--- config.mk ---
export PLATFORM = sky130hd
export DESIGN_NAME = tocmp_top
export DESIGN_NICKNAME = d
export VERILOG_FILES = /design/src/rtl/tocmp_channel.v /design/src/rtl/tocmp_prescaler.v /design/src/rtl/tocmp_top.v
export VERILOG_INCLUDE_DIRS = /design/src /design/src/rtl
export SDC_FILE = /design/constraint.sdc
export NUM_CORES = 1
export LEC_CHECK = 0
export BUFFER_PORTS_ARGS = -buffer_cell sky130_fd_sc_hd__buf_2
export CORE_UTILIZATION = 40
export CTS_BUF_LIST = sky130_fd_sc_hd__clkbuf_8
export DETAILED_ROUTE_END_ITERATION = 8
export PLACE_DENSITY = 0.63
export SYNTH_ARGS = -nofsm -noshare
export SYNTH_HDL_FRONTEND = slang
export SYNTH_SLANG_ARGS = --single-unit
export TNS_END_PERCENT = 1
--- constraint.sdc ---
create_clock -name aclk -period 2.3 [get_ports aclk]
set_clock_uncertainty 0.05 [all_clocks]
set_input_delay 0.46 -clock aclk [delete_from_list [all_inputs] [get_ports aclk]]
set_output_delay 0.46 -clock aclk [all_outputs]
set_load 0.005 [all_outputs]
--- src/rtl/tocmp_consts.vh ---
// Constants of the timer output compare block: offsets, fields, reset values
`ifndef TOCMP_CONSTS_VH
`define TOCMP_CONSTS_VH

// ----------------------------------------
// Register byte offsets
// ----------------------------------------
`define TOCMP_OFF_CTRL_ONE   8'h00
`define TOCMP_OFF_CTRL_TWO   8'h04
`define TOCMP_OFF_STATUS     8'h08
`define TOCMP_OFF_C1_HIGH    8'h0C
`define TOCMP_OFF_C1_LOW     8'h10
`define TOCMP_OFF_C2_HIGH    8'h14
`define TOCMP_OFF_C2_LOW     8'h18
`define TOCMP_OFF_COUNTER    8'h1C
`define TOCMP_OFF_IRQ_STAT   8'h20
`define TOCMP_OFF_IRQ_MASK   8'h24

// ----------------------------------------
// Fields
// ----------------------------------------
// Control one: bit0 irq enable, bit1 level ch1, bit2 level ch2
`define TOCMP_C1_IRQ_EN      0
`define TOCMP_C1_LVL1        1
`define TOCMP_C1_LVL2        2
// Control two: bit0 pin enable ch1, bit1 pin enable ch2, bits3:2 clock select
`define TOCMP_C2_PEN1        0
`define TOCMP_C2_PEN2        1
`define TOCMP_C2_CS_LO       2
`define TOCMP_C2_CS_HI       3
// Clock select codes
`define TOCMP_CS_DIV4        2'b00
`define TOCMP_CS_DIV2        2'b01
`define TOCMP_CS_DIV8        2'b10
`define TOCMP_CS_EXT         2'b11

// ----------------------------------------
// Reset values and AXI answers
// ----------------------------------------
`define TOCMP_CMP_RESET      16'h8000
`define TOCMP_CTRL_RESET     8'h00
`define TOCMP_RESP_OKAY      2'b00
`define TOCMP_RESP_SLVERR    2'b10

`endif

--- src/rtl/tocmp_channel.v ---
// One compare channel: value, inhibit after high-byte write, match detect, pin latch
`timescale 1ns/1ns
`include "tocmp_consts.vh"

module tocmp_channel (
    input  wire        aclk,
    input  wire        aresetn,
    input  wire        tick,
    input  wire [15:0] counter,
    input  wire        wr_high,
    input  wire        wr_low,
    input  wire [7:0]  wdata,
    input  wire        level,
    output reg  [15:0] value,
    output wire        match,
    output reg         pin_latch
);

    reg inhibit;

    // Exact 16-bit equality, once per timer clock
    assign match = tick & ~inhibit & (value == counter);

    always @(posedge aclk) begin
        if (!aresetn) begin
            value     <= `TOCMP_CMP_RESET;
            inhibit   <= 1'b0;
            pin_latch <= 1'b0;
        end else begin
            // Only software writes change the value
            if (wr_high) begin
                value[15:8] <= wdata;
                inhibit     <= 1'b1;
            end
            if (wr_low) begin
                value[7:0] <= wdata;
                inhibit    <= 1'b0;
            end
            if (match) begin
                pin_latch <= level;
            end
        end
    end

endmodule

--- src/rtl/tocmp_prescaler.v ---
// Timer tick generator: CPU clock divided by 2, 4 or 8, or external clock edges
`timescale 1ns/1ns
`include "tocmp_consts.vh"

module tocmp_prescaler (
    input  wire       aclk,
    input  wire       aresetn,
    input  wire [1:0] clock_select,
    input  wire       ext_timer_clk,
    output reg        tick
);

    reg [2:0] div_count;
    reg       ext_sync1;
    reg       ext_sync2;
    reg       ext_prev;
    reg       next_tick;

    always @(posedge aclk) begin
        if (!aresetn) begin
            div_count <= 3'h0;
            ext_sync1 <= 1'b0;
            ext_sync2 <= 1'b0;
            ext_prev  <= 1'b0;
            tick      <= 1'b0;
        end else begin
            div_count <= div_count + 3'h1;
            ext_sync1 <= ext_timer_clk;
            ext_sync2 <= ext_sync1;
            ext_prev  <= ext_sync2;
            tick      <= next_tick;
        end
    end

    // One tick per counter increment
    always @* begin
        case (clock_select)
            `TOCMP_CS_DIV2: next_tick = (div_count[0] == 1'b1);
            `TOCMP_CS_DIV4: next_tick = (div_count[1:0] == 2'b11);
            `TOCMP_CS_DIV8: next_tick = (div_count == 3'h7);
            `TOCMP_CS_EXT:  next_tick = ext_sync2 & ~ext_prev;
            default:        next_tick = 1'b0;
        endcase
    end

endmodule

--- src/rtl/tocmp_top.v ---
// Timer output compare block with AXI4-Lite register slave
//
// Chosen here: the register addresses and the AXI4-Lite register port.
`timescale 1ns/1ns
`include "tocmp_consts.vh"

module tocmp_top (
    input  wire        aclk,
    input  wire        aresetn,
    input  wire [7:0]  s_axi_awaddr,
    input  wire        s_axi_awvalid,
    output wire        s_axi_awready,
    input  wire [31:0] s_axi_wdata,
    input  wire [3:0]  s_axi_wstrb,
    input  wire        s_axi_wvalid,
    output wire        s_axi_wready,
    output reg  [1:0]  s_axi_bresp,
    output reg         s_axi_bvalid,
    input  wire        s_axi_bready,
    input  wire [7:0]  s_axi_araddr,
    input  wire        s_axi_arvalid,
    output wire        s_axi_arready,
    output reg  [31:0] s_axi_rdata,
    output reg  [1:0]  s_axi_rresp,
    output reg         s_axi_rvalid,
    input  wire        s_axi_rready,
    input  wire        ext_timer_clk,
    input  wire        global_irq_mask,
    input  wire [1:0]  port_out_data,
    output wire [1:0]  compare_output_pin,
    output wire        timer_irq,
    output wire        irq
);

    // ----------------------------------------
    // Registers and state
    // ----------------------------------------
    reg  [7:0]  timer_control_one;
    reg  [7:0]  timer_control_two;
    reg  [1:0]  compare_match_flag;
    reg  [1:0]  flag_armed;
    reg  [15:0] free_counter;
    reg  [1:0]  irq_status;
    reg  [1:0]  irq_mask;
    reg  [7:0]  aw_addr;
    reg         aw_held;
    reg  [31:0] w_data;
    reg  [3:0]  w_strb;
    reg         w_held;

    wire        tick;
    wire [15:0] compare_one_value;
    wire [15:0] compare_two_value;
    wire [1:0]  match;
    wire [1:0]  pin_latch;
    wire        timer_irq_enable;
    wire [1:0]  compare_output_level;
    wire [1:0]  compare_pin_enable;
    wire [1:0]  timer_clock_select;

    assign timer_irq_enable        = timer_control_one[`TOCMP_C1_IRQ_EN];
    assign compare_output_level[0] = timer_control_one[`TOCMP_C1_LVL1];
    assign compare_output_level[1] = timer_control_one[`TOCMP_C1_LVL2];
    assign compare_pin_enable[0]   = timer_control_two[`TOCMP_C2_PEN1];
    assign compare_pin_enable[1]   = timer_control_two[`TOCMP_C2_PEN2];
    assign timer_clock_select      = timer_control_two[`TOCMP_C2_CS_HI:`TOCMP_C2_CS_LO];

    // ----------------------------------------
    // AXI write path
    // ----------------------------------------
    // Address and data are latched separately so either may come first
    // Only lane 0 carries register bits; a write without it changes nothing but still answers
    wire wr_go = aw_held & w_held & ~s_axi_bvalid;
    wire rd_go = s_axi_arvalid & s_axi_arready;
    wire wr_lane = w_strb[0];

    assign s_axi_awready = ~aw_held & ~s_axi_bvalid;
    assign s_axi_wready  = ~w_held & ~s_axi_bvalid;
    assign s_axi_arready = ~s_axi_rvalid;

    function is_mapped;
        input [7:0] a;
        begin
            case (a)
                `TOCMP_OFF_CTRL_ONE, `TOCMP_OFF_CTRL_TWO, `TOCMP_OFF_STATUS,
                `TOCMP_OFF_C1_HIGH, `TOCMP_OFF_C1_LOW, `TOCMP_OFF_C2_HIGH,
                `TOCMP_OFF_C2_LOW, `TOCMP_OFF_COUNTER, `TOCMP_OFF_IRQ_STAT,
                `TOCMP_OFF_IRQ_MASK: is_mapped = 1'b1;
                default: is_mapped = 1'b0;
            endcase
        end
    endfunction

    // Byte-wide registers read back in the low lane of the data word
    function [31:0] pad_byte;
        input [7:0] b;
        begin
            pad_byte = {24'h00_0000, b};
        end
    endfunction

    wire wr_c1_high = wr_go & wr_lane & (aw_addr == `TOCMP_OFF_C1_HIGH);
    wire wr_c1_low  = wr_go & wr_lane & (aw_addr == `TOCMP_OFF_C1_LOW);
    wire wr_c2_high = wr_go & wr_lane & (aw_addr == `TOCMP_OFF_C2_HIGH);
    wire wr_c2_low  = wr_go & wr_lane & (aw_addr == `TOCMP_OFF_C2_LOW);

    // Any access to a low byte, read or write, drops the arming; a write or an armed read finishes the flag clear
    wire [1:0] low_access;
    assign low_access[0] = wr_c1_low | (rd_go & (s_axi_araddr == `TOCMP_OFF_C1_LOW));
    assign low_access[1] = wr_c2_low | (rd_go & (s_axi_araddr == `TOCMP_OFF_C2_LOW));
    wire rd_status   = rd_go & (s_axi_araddr == `TOCMP_OFF_STATUS);
    wire rd_irq_stat = rd_go & (s_axi_araddr == `TOCMP_OFF_IRQ_STAT);

    // A low-byte write always clears; a low-byte read clears only after an armed status read
    wire [1:0] low_write;
    wire [1:0] flag_clear;
    assign low_write[0]  = wr_c1_low;
    assign low_write[1]  = wr_c2_low;
    assign flag_clear[0] = low_write[0] | (low_access[0] & flag_armed[0]);
    assign flag_clear[1] = low_write[1] | (low_access[1] & flag_armed[1]);

    always @(posedge aclk) begin
        if (!aresetn) begin
            aw_held           <= 1'b0;
            aw_addr           <= 8'h00;
            w_held            <= 1'b0;
            w_data            <= 32'h0000_0000;
            w_strb            <= 4'h0;
            s_axi_bvalid      <= 1'b0;
            s_axi_bresp       <= `TOCMP_RESP_OKAY;
            timer_control_one <= `TOCMP_CTRL_RESET;
            timer_control_two <= `TOCMP_CTRL_RESET;
            irq_mask          <= 2'b00;
        end else begin
            if (s_axi_awvalid & s_axi_awready) begin
                aw_held <= 1'b1;
                aw_addr <= {s_axi_awaddr[7:2], 2'b00};
            end
            if (s_axi_wvalid & s_axi_wready) begin
                w_held <= 1'b1;
                w_data <= s_axi_wdata;
                w_strb <= s_axi_wstrb;
            end
            if (wr_go) begin
                aw_held      <= 1'b0;
                w_held       <= 1'b0;
                s_axi_bvalid <= 1'b1;
                s_axi_bresp  <= is_mapped(aw_addr) ? `TOCMP_RESP_OKAY : `TOCMP_RESP_SLVERR;
                if (wr_lane) begin
                    case (aw_addr)
                        `TOCMP_OFF_CTRL_ONE: timer_control_one <= w_data[7:0];
                        `TOCMP_OFF_CTRL_TWO: timer_control_two <= w_data[7:0];
                        `TOCMP_OFF_IRQ_MASK: irq_mask          <= w_data[1:0];
                        default: ;
                    endcase
                end
            end else if (s_axi_bvalid & s_axi_bready) begin
                s_axi_bvalid <= 1'b0;
            end
        end
    end

    // ----------------------------------------
    // AXI read path
    // ----------------------------------------
    // Read side effects (arming, low-byte clear, irq status clear) act on the accepting edge
    always @(posedge aclk) begin
        if (!aresetn) begin
            s_axi_rvalid <= 1'b0;
            s_axi_rdata  <= 32'h0000_0000;
            s_axi_rresp  <= `TOCMP_RESP_OKAY;
        end else if (rd_go) begin
            s_axi_rvalid <= 1'b1;
            s_axi_rresp  <= is_mapped(s_axi_araddr) ? `TOCMP_RESP_OKAY : `TOCMP_RESP_SLVERR;
            case (s_axi_araddr)
                `TOCMP_OFF_CTRL_ONE: s_axi_rdata <= pad_byte(timer_control_one);
                `TOCMP_OFF_CTRL_TWO: s_axi_rdata <= pad_byte(timer_control_two);
                `TOCMP_OFF_STATUS:   s_axi_rdata <= {30'h0000_0000, compare_match_flag};
                `TOCMP_OFF_C1_HIGH:  s_axi_rdata <= pad_byte(compare_one_value[15:8]);
                `TOCMP_OFF_C1_LOW:   s_axi_rdata <= pad_byte(compare_one_value[7:0]);
                `TOCMP_OFF_C2_HIGH:  s_axi_rdata <= pad_byte(compare_two_value[15:8]);
                `TOCMP_OFF_C2_LOW:   s_axi_rdata <= pad_byte(compare_two_value[7:0]);
                `TOCMP_OFF_COUNTER:  s_axi_rdata <= {16'h0000, free_counter};
                `TOCMP_OFF_IRQ_STAT: s_axi_rdata <= {30'h0000_0000, irq_status};
                `TOCMP_OFF_IRQ_MASK: s_axi_rdata <= {30'h0000_0000, irq_mask};
                default:             s_axi_rdata <= 32'h0000_0000;
            endcase
        end else if (s_axi_rvalid & s_axi_rready) begin
            s_axi_rvalid <= 1'b0;
        end
    end

    // ----------------------------------------
    // Timer core
    // ----------------------------------------
    // Clock select is read live, so a new divider takes effect on the next prescaler count
    // The tick is one registered pulse, so the counter and both compares see the same edge
    tocmp_prescaler u_prescaler (
        .aclk          (aclk),
        .aresetn       (aresetn),
        .clock_select  (timer_clock_select),
        .ext_timer_clk (ext_timer_clk),
        .tick          (tick)
    );

    // Wraps through zero; equality is all that is tested, so targets across the wrap still hit
    always @(posedge aclk) begin
        if (!aresetn) begin
            free_counter <= 16'h0000;
        end else if (tick) begin
            free_counter <= free_counter + 16'h0001;
        end
    end

    // Both channels share the tick and the counter, so their matches line up cycle for cycle
    tocmp_channel u_chan_one (
        .aclk      (aclk),
        .aresetn   (aresetn),
        .tick      (tick),
        .counter   (free_counter),
        .wr_high   (wr_c1_high),
        .wr_low    (wr_c1_low),
        .wdata     (w_data[7:0]),
        .level     (compare_output_level[0]),
        .value     (compare_one_value),
        .match     (match[0]),
        .pin_latch (pin_latch[0])
    );

    tocmp_channel u_chan_two (
        .aclk      (aclk),
        .aresetn   (aresetn),
        .tick      (tick),
        .counter   (free_counter),
        .wr_high   (wr_c2_high),
        .wr_low    (wr_c2_low),
        .wdata     (w_data[7:0]),
        .level     (compare_output_level[1]),
        .value     (compare_two_value),
        .match     (match[1]),
        .pin_latch (pin_latch[1])
    );

    // ----------------------------------------
    // Flags, clear sequence and interrupts
    // ----------------------------------------
    // A new match wins over a clear in the same cycle, so no event is lost
    // Arming needs the flag set at the status read itself, as software saw it
    genvar ch;
    generate
        for (ch = 0; ch < 2; ch = ch + 1) begin : g_flag
            always @(posedge aclk) begin
                if (!aresetn) begin
                    compare_match_flag[ch] <= 1'b0;
                    flag_armed[ch]         <= 1'b0;
                    irq_status[ch]         <= 1'b0;
                end else begin
                    if (match[ch]) begin
                        compare_match_flag[ch] <= 1'b1;
                    end else if (flag_clear[ch]) begin
                        compare_match_flag[ch] <= 1'b0;
                    end
                    if (rd_status & compare_match_flag[ch]) begin
                        flag_armed[ch] <= 1'b1;
                    end else if (low_access[ch]) begin
                        flag_armed[ch] <= 1'b0;
                    end
                    if (match[ch]) begin
                        irq_status[ch] <= 1'b1;
                    end else if (rd_irq_stat) begin
                        irq_status[ch] <= 1'b0;
                    end
                end
            end
        end
    endgenerate

    // ----------------------------------------
    // Pins and interrupts
    // ----------------------------------------
    // Pin falls back to its port data when compare output is not enabled
    assign compare_output_pin[0] = compare_pin_enable[0] ? pin_latch[0] : port_out_data[0];
    assign compare_output_pin[1] = compare_pin_enable[1] ? pin_latch[1] : port_out_data[1];

    // Level request from the flags, gated by the enable bit and the global mask: it stays up until software clears them or a gate drops it
    assign timer_irq = timer_irq_enable & ~global_irq_mask & (|compare_match_flag);
    // Sticky status and mask pair, independent of the global mask
    assign irq       = |(irq_status & irq_mask);

endmodule

==> out/metrics.yaml <==
min-delay-path-class: "in -> reg"
post-dp-hpwl_mm: 10.5
synth_edf_count: 0
synth.avg_cell_area_um2: 8.92
p_leak_nw: 2.42
die_w_um: 122
via_per_inst: 5.28
synthArstFlopShare: 0
tritoncts: "done"
comb_power_share: 0.059
clkPwrFrac: 0.453
drtIter0Drc: 291
required_ns: 2.56
num_vias: 4690
route.detailed.drc: 0
r2r_cells: 6
place_congestion: 0.899
port_buffers: 60
drive_above_1_share: 0.182
netlist_area_um2: 5760
slew_headroom: 0.639
syn_to_final_growth_pct: 13.8
dr.pass1.iters: 6
sw_frac_of_total: 0.241
internal_power_mw: 3.36
clock_latency_ns: 0.44
clockRootBuffer: "clkbuf_8"
initial_core_util: 0.412
cp-startpoint: "free_counter[0]"
ys_warn_count: 0
fin_nets: 762
cts_hold_buffers: 0
arrival_ns: 2.24
clkTransAtPathRegs_ns: 0.07
r2r_start: "free_counter[0]"
seq_area_frac_synth: 0.417
ios: 108
antenna_cells_inserted: 0
grt_pass1_wl_mm: 23.4
reg2reg_slack_ns: 0.32
report.final.slew_viol_count: 0
numCtsBuffers: 17
finalSetupTns_ns: 0
wl_mm: 14.5
maxCapViolCount: 0
crit_fanout: 7
die_y_um: 122
power.switching_mw: 1.07
synthCells: 646
cp-end-kind: "flip-flop"
overflow: 0
antenna_found_initial: 0
reg2reg_to: "free_counter[10]"
cellPowerDensity_nw_per_um2: 676
rsz0062_at_grt: "false"
synthFlopType: "dfxtp_1"
status: "completed"
grt_max_degree: 102
numClockSinks: 120
die_area_um2: 14900
grtUsageTotal: 0.210
htree_levels: 4
min_period_ns: 1.98
ys_types: 62
fmax_ghz: 0.506
crit_path_end: "free_counter[10]"
ir_drop_uv: 419
p_seq_frac: 0.488
clockBufferDepth: 2
cp-start-kind: "flip-flop"
ys_ff_latch: 120
drtAntennaViolNets: 0
setup-violations-final: 0
post-route-util: 0.469
cts_setup_buffers: 0
detail_route.wl_per_cell_um: 16.3
core_um2: 14000
hold_violations: 0
ctsResizeCount: 0
path_class: "reg -> reg"
post-route-period-util: 0.859
n_fill_cell: 1401
whs_ns: 0.159
rows: 43
grt_pass1_vias: 4473
max_slew.worst_pin.slew_ns: 0.541
[routing by layer]
layer  wire length [um]  vias up  global-route usage
met5                  0        -                   0
met4                301        0              0.0864
met3                780       18              0.0468
met2               6770      159               0.338
met1               6670     2229               0.269
li1                   -     2284                   -
[worst min-delay path by stage]
stage / startpoint / to / slack [ns] / depth (start not counted)
2_1_floorplan: u_prescaler.ext_sync1 / u_prescaler.ext_sync2 / 0.36 / 1
3_3_place_gp: u_prescaler.ext_sync1 / u_prescaler.ext_sync2 / 0.36 / 1
3_5_place_dp: u_prescaler.ext_sync1 / u_prescaler.ext_sync2 / 0.37 / 1
4_1_cts: s_axi_rready / s_axi_rvalid / 0.13 / 2
5_1_grt: s_axi_rready / s_axi_rvalid / 0.13 / 2
6_report: s_axi_rready / s_axi_rvalid / 0.16 / 2
[registers in the layout, summed over array words and instances, names as in the netlist, 6 cells and up]
signal             flops
free_counter          16
s_axi_rdata           16
u_chan_one.value      16
u_chan_two.value      16
timer_control_one      8
timer_control_two      8
w_data                 8
aw_addr                6
[critical path, stage by stage (launching register included)]
cell	delay (ns)
dfxtp_1	0.56
ha_1	0.26
and3_1	0.23
nor3b_1	0.41
nand3_1	0.15
xor2_1	0.15
nor2_1	0.05
[stage by stage]
step / power [mW] / area, um2 / setup WS (ns) / std cells
3_3_place_gp: 2.46 / 6130 / 0.282 / 857
5_1_grt: 4.62 / 6560 / 0.171 / 889
2_1_floorplan: 2.38 / 5820 / 0.628 / 663
6_report: 4.43 / 6560 / 0.324 / 889
3_5_place_dp: 2.47 / 6130 / 0.243 / 857
4_1_cts: 4.47 / 6560 / 0.349 / 889
[cell families (layout without fill, tap and decap cells)]
| kind of cell | Yosys count | in the layout | share of synthesized area |
|---|---|---|---|
| flip-flops | 120 | 120 | 0.417 |
| multiplexers | 71 | 71 | 0.133 |
| other | 1 | 18 | 0.000651 |
| XOR/XNOR | 45 | 45 | 0.0684 |
| adder cells (fa/ha/maj) | 3 | 3 | 0.00652 |
| buffers and inverters | 74 | 120 | 0.0678 |
| AO/OA/AOI/OAI | 82 | 82 | 0.0873 |
| AND/OR/NAND/NOR | 250 | 250 | 0.220 |
[cell usage in the layout (no fill, tap or decap), types with 10 or more instances in the layout]
cell type / count
dfxtp_1: 120
nor2_1: 91
mux2i_1: 65
nand2_1: 61
buf_2: 60
xnor2_1: 35
a21oi_1: 30
nand3_1: 22
clkbuf_8: 20
conb_1: 18
inv_1: 15
nand4_1: 15
o21ai_0: 14
buf_4: 13
and2_1: 10
xor2_1: 10
a22oi_1: 10
[cells in the mapped netlist (3+ instances only)]
library cell,instances,share of area
a211oi_1,5,0.0065
a21oi_1,30,0.026
a22oi_1,10,0.013
and2_1,10,0.011
and3_1,4,0.0043
buf_2,13,0.011
buf_4,21,0.027
clkbuf_1,21,0.014
dfxtp_1,120,0.42
ha_1,3,0.0065
inv_1,14,0.0091
mux2i_1,65,0.11
mux4_2,4,0.016
nand2_1,61,0.040
nand3_1,22,0.019
nand4_1,15,0.016
nor2_1,91,0.059
nor2_4,3,0.0059
nor2b_1,6,0.0065
nor3_1,6,0.0052
nor4_1,5,0.0054
o21ai_0,14,0.012
o21ai_1,6,0.0052
o22ai_1,3,0.0033
or3_1,3,0.0033
xnor2_1,35,0.053
xor2_1,10,0.015
[area by class of cell]
| class | instances | area, um2 | share of cell area |
|---|---|---|---|
| timing repair buffer | 74 | 418 | 0.0638 |
| inverter | 14 | 52.6 | 0.00802 |
| tap | 180 | 225 | 0.0344 |
| clock inverter | 12 | 151 | 0.0231 |
| sequential | 120 | 2400 | 0.366 |
| multi-input combinational | 469 | 3030 | 0.462 |
| clock buffer | 20 | 275 | 0.0420 |
[power by group through the flow]
stage | Sequential [mW] | Clock [mW] | Combinational [mW]
6_report | 2.16 | 2.01 | 0.261
5_1_grt | 2.17 | 2.16 | 0.294
4_1_cts | 2.16 | 2.05 | 0.261
3_5_place_dp | 2.21 | 0 | 0.261
3_3_place_gp | 2.21 | 0 | 0.255
2_1_floorplan | 2.18 | 0 | 0.200
(Power assumes the default switching activity.)
